$ cat config.mk
export PLATFORM = sky130hd
export DESIGN_NAME = mcd_dram_setup
export DESIGN_NICKNAME = d
export VERILOG_FILES = /design/src/design/mcd_pkg.sv /design/src/design/mcd_dram_setup.sv
export VERILOG_INCLUDE_DIRS = /design/src /design/src/design
export SDC_FILE = /design/constraint.sdc
export NUM_CORES = 1
export LEC_CHECK = 0
export BUFFER_PORTS_ARGS = -buffer_cell sky130_fd_sc_hd__buf_4
export CAP_MARGIN = 30
export CORE_MARGIN = 2
export CORE_UTILIZATION = 40
export CTS_BUF_LIST = sky130_fd_sc_hd__clkbuf_8
export DETAILED_ROUTE_END_ITERATION = 8
export GPL_TIMING_DRIVEN = 0
export PLACE_DENSITY_LB_ADDON = 0.15
export SYNTH_ARGS = -nofsm -noshare
export SYNTH_HDL_FRONTEND = slang
export SYNTH_SLANG_ARGS = --single-unit
$ cat constraint.sdc
create_clock -name core_clk -period 4.04 [get_ports core_clk]
set_clock_uncertainty 0.05 [all_clocks]
set_input_delay 0.808 -clock core_clk [delete_from_list [all_inputs] [get_ports core_clk]]
set_output_delay 0.808 -clock core_clk [all_outputs]
set_load 0.005 [all_outputs]
$ cat src/design/mcd_params.svh
`ifndef MCD_PARAMS_SVH
`define MCD_PARAMS_SVH
// register window
`define MCD_BASE_ADDR           32'ha000_0000
`define MCD_REG_COUNT           13
`define MCD_OFF_DRAM_CFG        32'ha000_0000
`define MCD_OFF_CAS01_W0        32'ha000_0004
`define MCD_OFF_CAS01_W1        32'ha000_0008
`define MCD_OFF_CAS01_W2        32'ha000_000c
`define MCD_OFF_STATIC_CTL0     32'ha000_0010
`define MCD_OFF_STATIC_CTL1     32'ha000_0014
`define MCD_OFF_EXP_BUS_CFG     32'ha000_0018
`define MCD_OFF_REFRESH_CTL     32'ha000_001c
`define MCD_OFF_CAS23_W0        32'ha000_0020
`define MCD_OFF_CAS23_W1        32'ha000_0024
`define MCD_OFF_CAS23_W2        32'ha000_0028
`define MCD_OFF_STATIC_CTL2     32'ha000_002c
`define MCD_OFF_SYNC_ROM_CFG    32'ha000_0030
// field positions inside dram_configuration
`define MCD_PAIR01_LSB          0
`define MCD_PAIR23_LSB          16
`define MCD_PAIR_WIDTH          8
`define MCD_EN_LSB              0
// sdram clock halve bits inside dram_refresh_control
`define MCD_REFR_HALVE01_BIT    21
`define MCD_REFR_HALVE23_BIT    22
// reset values and encodings
`define MCD_REG_RESET           32'h0000_0000
`define MCD_SIZE_WORD           2'h2
`define MCD_DIV_MEM_PHASE       2'h1
`define MCD_DIV_HALF_PHASE      2'h3
`endif

$ cat src/design/mcd_pkg.sv
package mcd_pkg;
   // one bank pair as laid out in its byte of dram_configuration
   typedef struct packed {
      logic       rotate_divide;  // bit 7: rotate every memory clock
      logic [2:0] row_count;      // bits 6:4: 9..15 row bits, 7 reserved
      logic       bus_width;      // bit 3: 1 is 16-bit bus
      logic       timing_type;    // bit 2: 1 is sdram
      logic [1:0] bank_enable;    // bits 1:0
   } mcd_pair_cfg_s;
   // register access from the core
   typedef struct packed {
      logic        we;
      logic [1:0]  size;          // 0 byte, 1 halfword, 2 word
      logic [31:0] addr;
      logic [31:0] wdata;
   } mcd_bus_req_s;
   // memory access request toward the dram banks
   typedef struct packed {
      logic [1:0] bank;
      logic       burst;
      logic       we;
   } mcd_mem_req_s;
endpackage : mcd_pkg

$ cat src/design/mcd_dram_setup.sv
`timescale 1ns/1ps
`default_nettype none
`include "mcd_params.svh"
// Overview of operation
// - memory clock is every second cpu clock
// - registers are little endian words
// - only full word register accesses accepted
// - thirteen registers decoded from base upward
// - one enable bit per bank
// - single access to disabled bank does refresh
// - refresh counter stops when all disabled
// - hardware and sleep reset clear enables
// - other configuration bits have undefined reset
// - bit 2 selects async or sdram timing
// - bit 3 selects 32 or 16 bit bus
// - bits 6:4 give row bit count
// - bit 7 sets cas rotate rate
// - sdram clock full or half memory rate
// - disabled bank reads zero, writes dropped
// - burst read to disabled bank aborts
module mcd_dram_setup
(
   input  wire logic                  core_clk,        // cpu clock, 100 MHz
   input  wire logic                  resetn,          // hardware reset
   input  wire logic                  sleep_rst,       // sleep reset, same domain
   input  wire logic                  bus_req,         // register access strobe
   input  wire mcd_pkg::mcd_bus_req_s bus_cmd,         // register access fields
   output logic                       bus_ack,         // access completed
   output logic                       bus_err,         // access refused
   output logic [31:0]                bus_rdata,       // read data
   input  wire logic                  mem_req,         // dram access strobe
   input  wire mcd_pkg::mcd_mem_req_s mem_cmd,         // dram access fields
   output logic                       mem_go,          // normal access allowed
   output logic                       mem_cbr,         // cbr refresh to all banks
   output logic                       mem_zero_read,   // return zeros, drop writes
   output logic                       mem_abort,       // data abort
   output logic                       refresh_run,     // refresh counter enable
   output logic                       mem_clk_en,      // memory clock tick
   output logic [1:0]                 rotate_en,       // cas rotate tick per pair
   output logic [1:0]                 sdram_clk_en,    // sdram clock tick per pair
   output mcd_pkg::mcd_pair_cfg_s     pair01_cfg,      // live pair 0/1 setup
   output mcd_pkg::mcd_pair_cfg_s     pair23_cfg       // live pair 2/3 setup
);
   localparam int NREG = `MCD_REG_COUNT;

   // decode a byte address into a register index
   function automatic logic [4:0] reg_index(input logic [31:0] a);
      logic [31:0] off;
      off = a - `MCD_BASE_ADDR;
      reg_index = 5'h1f;
      if (off[31:6] == 26'h0 && off[1:0] == 2'h0 && off[5:2] < 4'hd)
         reg_index = {1'b0, off[5:2]};
   endfunction

   // register file, one flip-flop word per register
   logic [31:0] regs_reg  [NREG];
   logic [31:0] regs_next [NREG];
   logic [4:0]  idx;                 // decoded index, 1f when unmapped
   logic        word_ok;             // full word access
   logic        take;                // access accepted
   logic [1:0]  en01;                // enables of pair 0/1
   logic [1:0]  en23;                // enables of pair 2/3
   logic [3:0]  all_en;              // bank 3..0 enables
   logic [31:0] cfg_word;
   logic [31:0] refr_word;

   assign idx     = reg_index(bus_cmd.addr);
   assign word_ok = (bus_cmd.size == `MCD_SIZE_WORD);
   assign take    = bus_req && word_ok && (idx != 5'h1f);
   assign cfg_word  = regs_reg[0];
   assign refr_word = regs_reg[7];
   assign en01   = cfg_word[`MCD_PAIR01_LSB+1:`MCD_PAIR01_LSB];
   assign en23   = cfg_word[`MCD_PAIR23_LSB+1:`MCD_PAIR23_LSB];
   assign all_en = {en23, en01};

   // next register values: writes store the word as is, bit n on lane n
   always_comb
   begin
      for (int i = 0; i < NREG; i++)
      begin
         regs_next[i] = regs_reg[i];
      end
      if (take && bus_cmd.we)
      begin
         regs_next[idx[3:0]] = bus_cmd.wdata;
      end
      // sleep reset wins over a write in the same cycle
      if (sleep_rst)
      begin
         regs_next[0][`MCD_PAIR01_LSB+1:`MCD_PAIR01_LSB] = 2'h0;
         regs_next[0][`MCD_PAIR23_LSB+1:`MCD_PAIR23_LSB] = 2'h0;
      end
   end

   // register the file; undefined fields are simply zeroed at reset
   always_ff @(posedge core_clk)
   begin
      for (int i = 0; i < NREG; i++)
      begin
         if (!resetn)
            regs_reg[i] <= `MCD_REG_RESET;
         else
            regs_reg[i] <= regs_next[i];
      end
   end

   // bus answer: one cycle after the strobe, ack or err
   logic        ack_next;
   logic        err_next;
   logic [31:0] rdata_next;
   always_comb
   begin
      ack_next   = take;
      err_next   = bus_req && !take;
      rdata_next = bus_rdata;
      if (take && !bus_cmd.we)
         rdata_next = regs_reg[idx[3:0]];
      else if (bus_req)
         rdata_next = 32'h0;
   end

   always_ff @(posedge core_clk)
   begin
      if (!resetn)
      begin
         bus_ack   <= 1'b0;
         bus_err   <= 1'b0;
         bus_rdata <= 32'h0;
      end
      else
      begin
         bus_ack   <= ack_next;
         bus_err   <= err_next;
         bus_rdata <= rdata_next;
      end
   end

   // dram access steering by the enable of the addressed bank
   logic bank_on;
   logic go_next;
   logic cbr_next;
   logic zero_next;
   logic abort_next;
   always_comb
   begin
      bank_on    = all_en[mem_cmd.bank];
      go_next    = mem_req && bank_on;
      // a burst write to a disabled bank is handled like a single access
      cbr_next   = mem_req && !bank_on && !(mem_cmd.burst && !mem_cmd.we);
      zero_next  = cbr_next;
      abort_next = mem_req && !bank_on && mem_cmd.burst && !mem_cmd.we;
   end

   always_ff @(posedge core_clk)
   begin
      if (!resetn)
      begin
         mem_go        <= 1'b0;
         mem_cbr       <= 1'b0;
         mem_zero_read <= 1'b0;
         mem_abort     <= 1'b0;
         refresh_run   <= 1'b0;
      end
      else
      begin
         mem_go        <= go_next;
         mem_cbr       <= cbr_next;
         mem_zero_read <= zero_next;
         mem_abort     <= abort_next;
         refresh_run   <= |{regs_next[0][17:16], regs_next[0][1:0]};
      end
   end

   // clock divider: memory clock is half the cpu rate, sdram may halve again
   logic [1:0] div_reg;
   logic [1:0] div_next;
   logic       mem_tick;
   logic       half_tick;
   logic [1:0] rot_next;
   logic [1:0] sdc_next;
   logic [1:0] halve;
   logic [1:0] cdiv;
   assign halve = {refr_word[`MCD_REFR_HALVE23_BIT], refr_word[`MCD_REFR_HALVE01_BIT]};
   assign cdiv  = {cfg_word[`MCD_PAIR23_LSB+7], cfg_word[`MCD_PAIR01_LSB+7]};
   always_comb
   begin
      div_next  = div_reg + 2'h1;
      mem_tick  = ((div_next & `MCD_DIV_MEM_PHASE) == `MCD_DIV_MEM_PHASE);
      half_tick = (div_next == `MCD_DIV_HALF_PHASE);
      for (int p = 0; p < 2; p++)
      begin
         // no divide means every cpu clock; sdram pairs rely on that
         rot_next[p] = cdiv[p] ? mem_tick : 1'b1;
         sdc_next[p] = halve[p] ? half_tick : mem_tick;
      end
   end

   always_ff @(posedge core_clk)
   begin
      if (!resetn)
      begin
         div_reg      <= 2'h0;
         mem_clk_en   <= 1'b0;
         rotate_en    <= 2'h0;
         sdram_clk_en <= 2'h0;
      end
      else
      begin
         div_reg      <= div_next;
         mem_clk_en   <= mem_tick;
         rotate_en    <= rot_next;
         sdram_clk_en <= sdc_next;
      end
   end

   // live pair setup, straight from the register flops
   assign pair01_cfg = mcd_pkg::mcd_pair_cfg_s'(regs_reg[0][7:0]);
   assign pair23_cfg = mcd_pkg::mcd_pair_cfg_s'(regs_reg[0][23:16]);
endmodule : mcd_dram_setup
`default_nettype wire

# Word-level counts from Yosys, hierarchy flattened
# Memory sizes are Yosys's and may differ from the RTL's.
# Cells that the tools add are included.
op_classes:
  n_addsub: 2
  order_cmp: 4
  eq_ne: 3
  mux: 30
  bitwise: 14
  n_reduce_logical: 23
ops:
  columns: ["cell", "n"]
  rows:
  - ["32-bit two-way mux", 16]
  - ["416-bit bitwise mux", 1]
  - ["416-bit two-way mux", 1]
  - ["32-bit demux with 4-bit select", 1]
  - ["32-bit subtractor, second input constant", 1]
  - ["26-bit logical NOT", 1]
  - ["1-bit logical AND", 14]
  - ["1-bit OR", 13]
  - ["1-bit two-way mux", 7]
  - ["5-bit greater-or-equal comparator, second input constant", 1]
  - ["1-bit logical NOT", 5]
  - ["5-bit by 1-bit < comparator with 1-bit output, second input constant", 1]
  - ["5-bit two-way mux", 1]
  - ["5-bit inequality test, second input constant", 1]
  - ["4-bit inverter with 5-bit output", 1]
  - ["2-bit == test, second input constant", 2]
  - ["4-bit < comparator, second input constant", 1]
  - ["2-bit two-way mux", 2]
  - ["4-bit OR reduction", 1]
  - ["2-bit by 3-bit < comparator with 1-bit output, second input constant", 1]
  - ["2-bit by 1-bit adder with 2-bit output, second input constant", 1]
  - ["1-bit binary-select mux with 2-bit select", 1]
  - ["2-bit logical NOT", 1]
  - ["2-bit nonzero test", 1]
word_totals:
  reg_bits: 45
  ramBits: 416
  n_memories: 1
mem_list:
  columns: ["name", "depth", "width", "rd", "rd_clocked_by_memory_dff", "wr", "line_no", "source"]
  rows:
  - ["regs_reg", 13, 32, 14, 0, 13, "mcd_dram_setup.sv:56", "logic [31:0] regs_reg [NREG];"]

# Logic depth before layout (Yosys ltp)
depth:
  ltp_word: 14
  ltp_mapped: 10
  depth_no_buf: 8

# Worst setup path after synthesis
# OpenSTA, ideal clock, no wires.
synth_timing:
  path_type: "input port to flip-flop"
  from: "in bus_cmd[61] in the netlist's numbering"
  to: "reg (tool-made name)"
  setup_ns: 0.116
  arrival_ns: 2.758
  path_slack_ns: 1.116
  stages: 8
  path_buffers: 1
  cell_sequence: "inv_1 > ha_1 > nor4b_2 > nand4_2 > nor4_4 > nand4_4 > buf_2 > a31o_1"
synth_lines:
  columns: ["element", "line_no", "source"]
  rows:
  - ["from (decl)", "mcd_dram_setup.sv:27", "input wire mcd_pkg::mcd_bus_req_s bus_cmd,"]

# Worst setup path in the final report
layout_timing:
  from: "in bus_cmd[61] in the netlist's numbering"
  to: "reg bus_rdata[28]"
layout_via:
  elab_chain_cells: 9
layout_rtl:
  columns: ["element", "line_no", "source"]
  rows:
  - ["32-bit subtractor (no line) *", null, null]
  - ["26-bit logical NOT *", "mcd_dram_setup.sv:51", "if (off[31:6] == 26'h0 && off[1:0] == 2'h0 && off[5:2] < 4'hd)"]
  - ["1-bit logical AND * (2 in a row)", "mcd_dram_setup.sv:51", null]
  - ["5-bit two-way mux *", "mcd_dram_setup.sv:51", null]
  - ["parallel branches: the longest is 4 deep, another holds memory 13 x 32 bit", null, null]
  - ["to (signal assigned)", "mcd_dram_setup.sv:134", "bus_rdata <= rdata_next;"]
  - ["to (decl)", "mcd_dram_setup.sv:30", "output logic [31:0] bus_rdata,"]
# Every way passes the cells marked *.
# A chain may end at the register's enable or synchronous reset.

==> metrics.md <==
| Metric | Value |
|---|---|
| Status | `completed` |
| Routed wire length | `77000 um` |
| Relative slew slack | `29.3%` |
| Crit Path Max Fanout | `10` |
| Clock Latency Late Sink | `0.66 ns` |
| Final period util | `84.4%` |
| Number of global-route vias before repair | `17.1k` |
| Initial DRC Count | `1856` |
| Worst-path clk slew | `0.06 ns` |
| CTS resizes | `0` |
| Cell Area, Synth | `19000 um^2` |
| Slew Viols, Final | `0` |
| Initial Util | `40.6%` |
| Routed Antenna Nets | `0` |
| Htree depth | `3` |
| Final TNS setup | `0 ns` |
| Initial antenna violation count | `2` |
| # Max-Cap Violations | `0` |
| Gr ovfl total | `0` |
| Fillers | `4637` |
| FMAX | `0.293 GHz` |
| Hold buffer count at CTS | `0` |
| Core area | `46800 um^2` |
| Post-synth EDFFs | `0` |
| Pwr dens | `432 nW/um^2` |
| Flops & latches, synth | `460` |
| First-pass GRT wire length | `112000 um` |
| Die Span Y | `222 um` |
| Clock buffer count from CTS | `81` |
| Post-synthesis instance total | `2161` |
| IO Port Bufs | `133` |
| Area share of the largest cell type after synthesis | `48.5%` |
| LEAKAGE | `8.56 nW` |
| Least-Margin Pin Slew | `1.06 ns` |
| Clock buffer depth | `3` |
| Die W | `222 um` |
| Vias/cell | `5.98` |
| Worst setup EP type | `flip-flop` |
| Unrepaired setup endpoints after global routing | `false` |
| Hold violation count in the final report | `0` |
| Synth cell types | `58` |
| CP arrival | `3.94 ns` |
| Placed cell count | `2903` |
| Post-synth ARST share | `0%` |
| IO Count | `136` |
| Die Area | `49200 um^2` |
| Routed length per instance | `25.3 um` |
| Post-DP HPWL | `59500 um` |
| CP required | `4.57 ns` |
| Fin cells | `3048` |
| GRT Overall Usage | `30.5%` |
| Synthesized Nets | `2239` |
| Crit-path slowest cell | `nor4b_2` |
| Primary FF master, synth | `dfxtp_1` |
| Max incr delay on CP | `1.05 ns` |
| Final min period | `3.41 ns` |
| Sequential area share after synthesis | `48.5%` |
| Synth area leader | `dfxtp_1` |
| Critical Path Start Type | `input pin` |
| YS warnings | `0` |
| Num Clock Sinks | `460` |
| IR drop worst, VDD | `0.000241 V` |
| Setup violators final | `0` |
| TritonRoute pass-1 iters | `5` |
| Routed via count | `18.2k` |
| CTS root buffer | `clkbuf_8` |
| Hold crit path type | `input pin to flip-flop` |
| Critical path cell sequence | `buf_4 -> inv_1 -> ha_1 -> nor4b_1 -> nand4_1 -> nor4b_2 -> clkbuf_1 -> o211ai_1 -> o21ai_1` |
| Largest net degree at the start of global routing | `11` |
| Most common cell after layout, fill and taps aside | `dfxtp_1` |
| CTS tree | `built` |
| Top post-synthesis cells by area | `dfxtp_1 48%, nand3_1 5.6%, a31o_1 5.2%, nor2_1 4.6%, o21ai_0 4.4%` |
| Diode count | `0` |
| Layout area overhead | `18.3%` |
| # rows | `79` |
| CP Class | `input pin to flip-flop` |
| Residual DRC count | `0` |
| Syn Area/Cell | `8.79 um^2` |
| Fraction of layout cells with a size suffix above 1 | `16.5%` |
| Most frequent cells in the layout | `460 x dfxtp_1, 232 x nor2_1, 211 x nand3_1` |
| Gpl congestion | `0.966` |
| Number of setup buffers added after CTS | `0` |
| Nets | `2457` |
==> power by group <==
part	switching (mW)	internal (mW)
Sequential	0.00363	4.54
Combinational	0.504	0.187
Clock	1.97	2.50
==> metrics by stage <==
stage	hold WS, ns	area, um^2	utilization (%)	power (mW)	setup slack (ns)
2_1_floorplan	0.376	19000	-	4.97	1.12
3_3_place_gp	0.387	20800	44.4	5.30	0.0269
3_5_place_dp	0.394	20800	44.4	5.31	0.00186
4_1_cts	0.230	22500	48.1	9.72	0.701
5_1_grt	0.264	22500	48.1	9.99	0.550
6_report	0.281	22500	48.1	9.71	0.630
==> critical path: cells and delay by family <==
| kind | cells | cell delay (ns) |
|---|---|---|
| simple gates | 3 | 1.72 |
| compound gates | 2 | 0.41 |
| fa+ha+maj | 1 | 0.30 |
| buf+inv | 3 | 0.68 |
==> layer usage <==
layer / routed length, um / track usage, % / up-vias / part of all wire [%]
li1: - / - / 8356 / -
met1: 33600 / 41.2 / 8951 / 44
met2: 34000 / 47.5 / 794 / 44
met3: 7180 / 7.55 / 122 / 9.3
met4: 2200 / 10.7 / 2 / 2.9
met5: 10 / 0 / - / 0.013
==> final cells by class <==
type / instances / area [um^2] / share of cell area [%]
clock buffers: 108 / 1490 / 6.62
multi-input cells: 1442 / 8690 / 38.7
well taps: 607 / 759 / 3.38
plain buffers: 254 / 1070 / 4.78
repair buffers: 135 / 1020 / 4.54
inverters: 5 / 18.8 / 0.0835
flip-flops and latches: 460 / 9210 / 41.0
clock inverters: 37 / 206 / 0.919
==> Yosys cell counts (5+ instances only) <==
cell	instances
a21boi_1	22
a21oi_1	5
nor2b_1	7
clkbuf_1	174
buf_1	25
a21boi_0	13
nand4_4	8
o21ai_0	167
nor4_1	7
o22a_1	79
a31o_2	59
buf_4	18
o211ai_1	30
a2bb2oi_1	60
dfxtp_1	460
o22ai_1	108
inv_1	5
nor3_1	18
nand2_1	136
nor2_1	232
o21ai_1	107
buf_2	36
nand3_1	211
a31o_1	113
==> cell families after synthesis <==
| kind of cell | Yosys count | synth area share (%) |
|---|---|---|
| AOI/OAI and AO/OA | 773 | 28.3 |
| adders and majority gates | 2 | 0.132 |
| DFF | 460 | 48.5 |
| buffers and inverters | 259 | 5.75 |
| and+or+nand+nor | 661 | 17.0 |
| muxes | 5 | 0.329 |
| xor gates and xnor gates | 1 | 0.0461 |
==> worst paths after layout <==
check | startpoint | to | slack (ns) | cells past startpoint
worst max register to register | regs_reg[0][1] | bus_rdata[1] | 2.25 | 5
worst min register to register | flip-flop | flip-flop | 0.40 | 2
worst min-delay path | mem_cmd[0] | mem_abort | 0.28 | 2
worst max-delay path | bus_cmd[61] | bus_rdata[28] | 0.63 | 9
No activity file was read; power rests on OpenSTA's default activity.
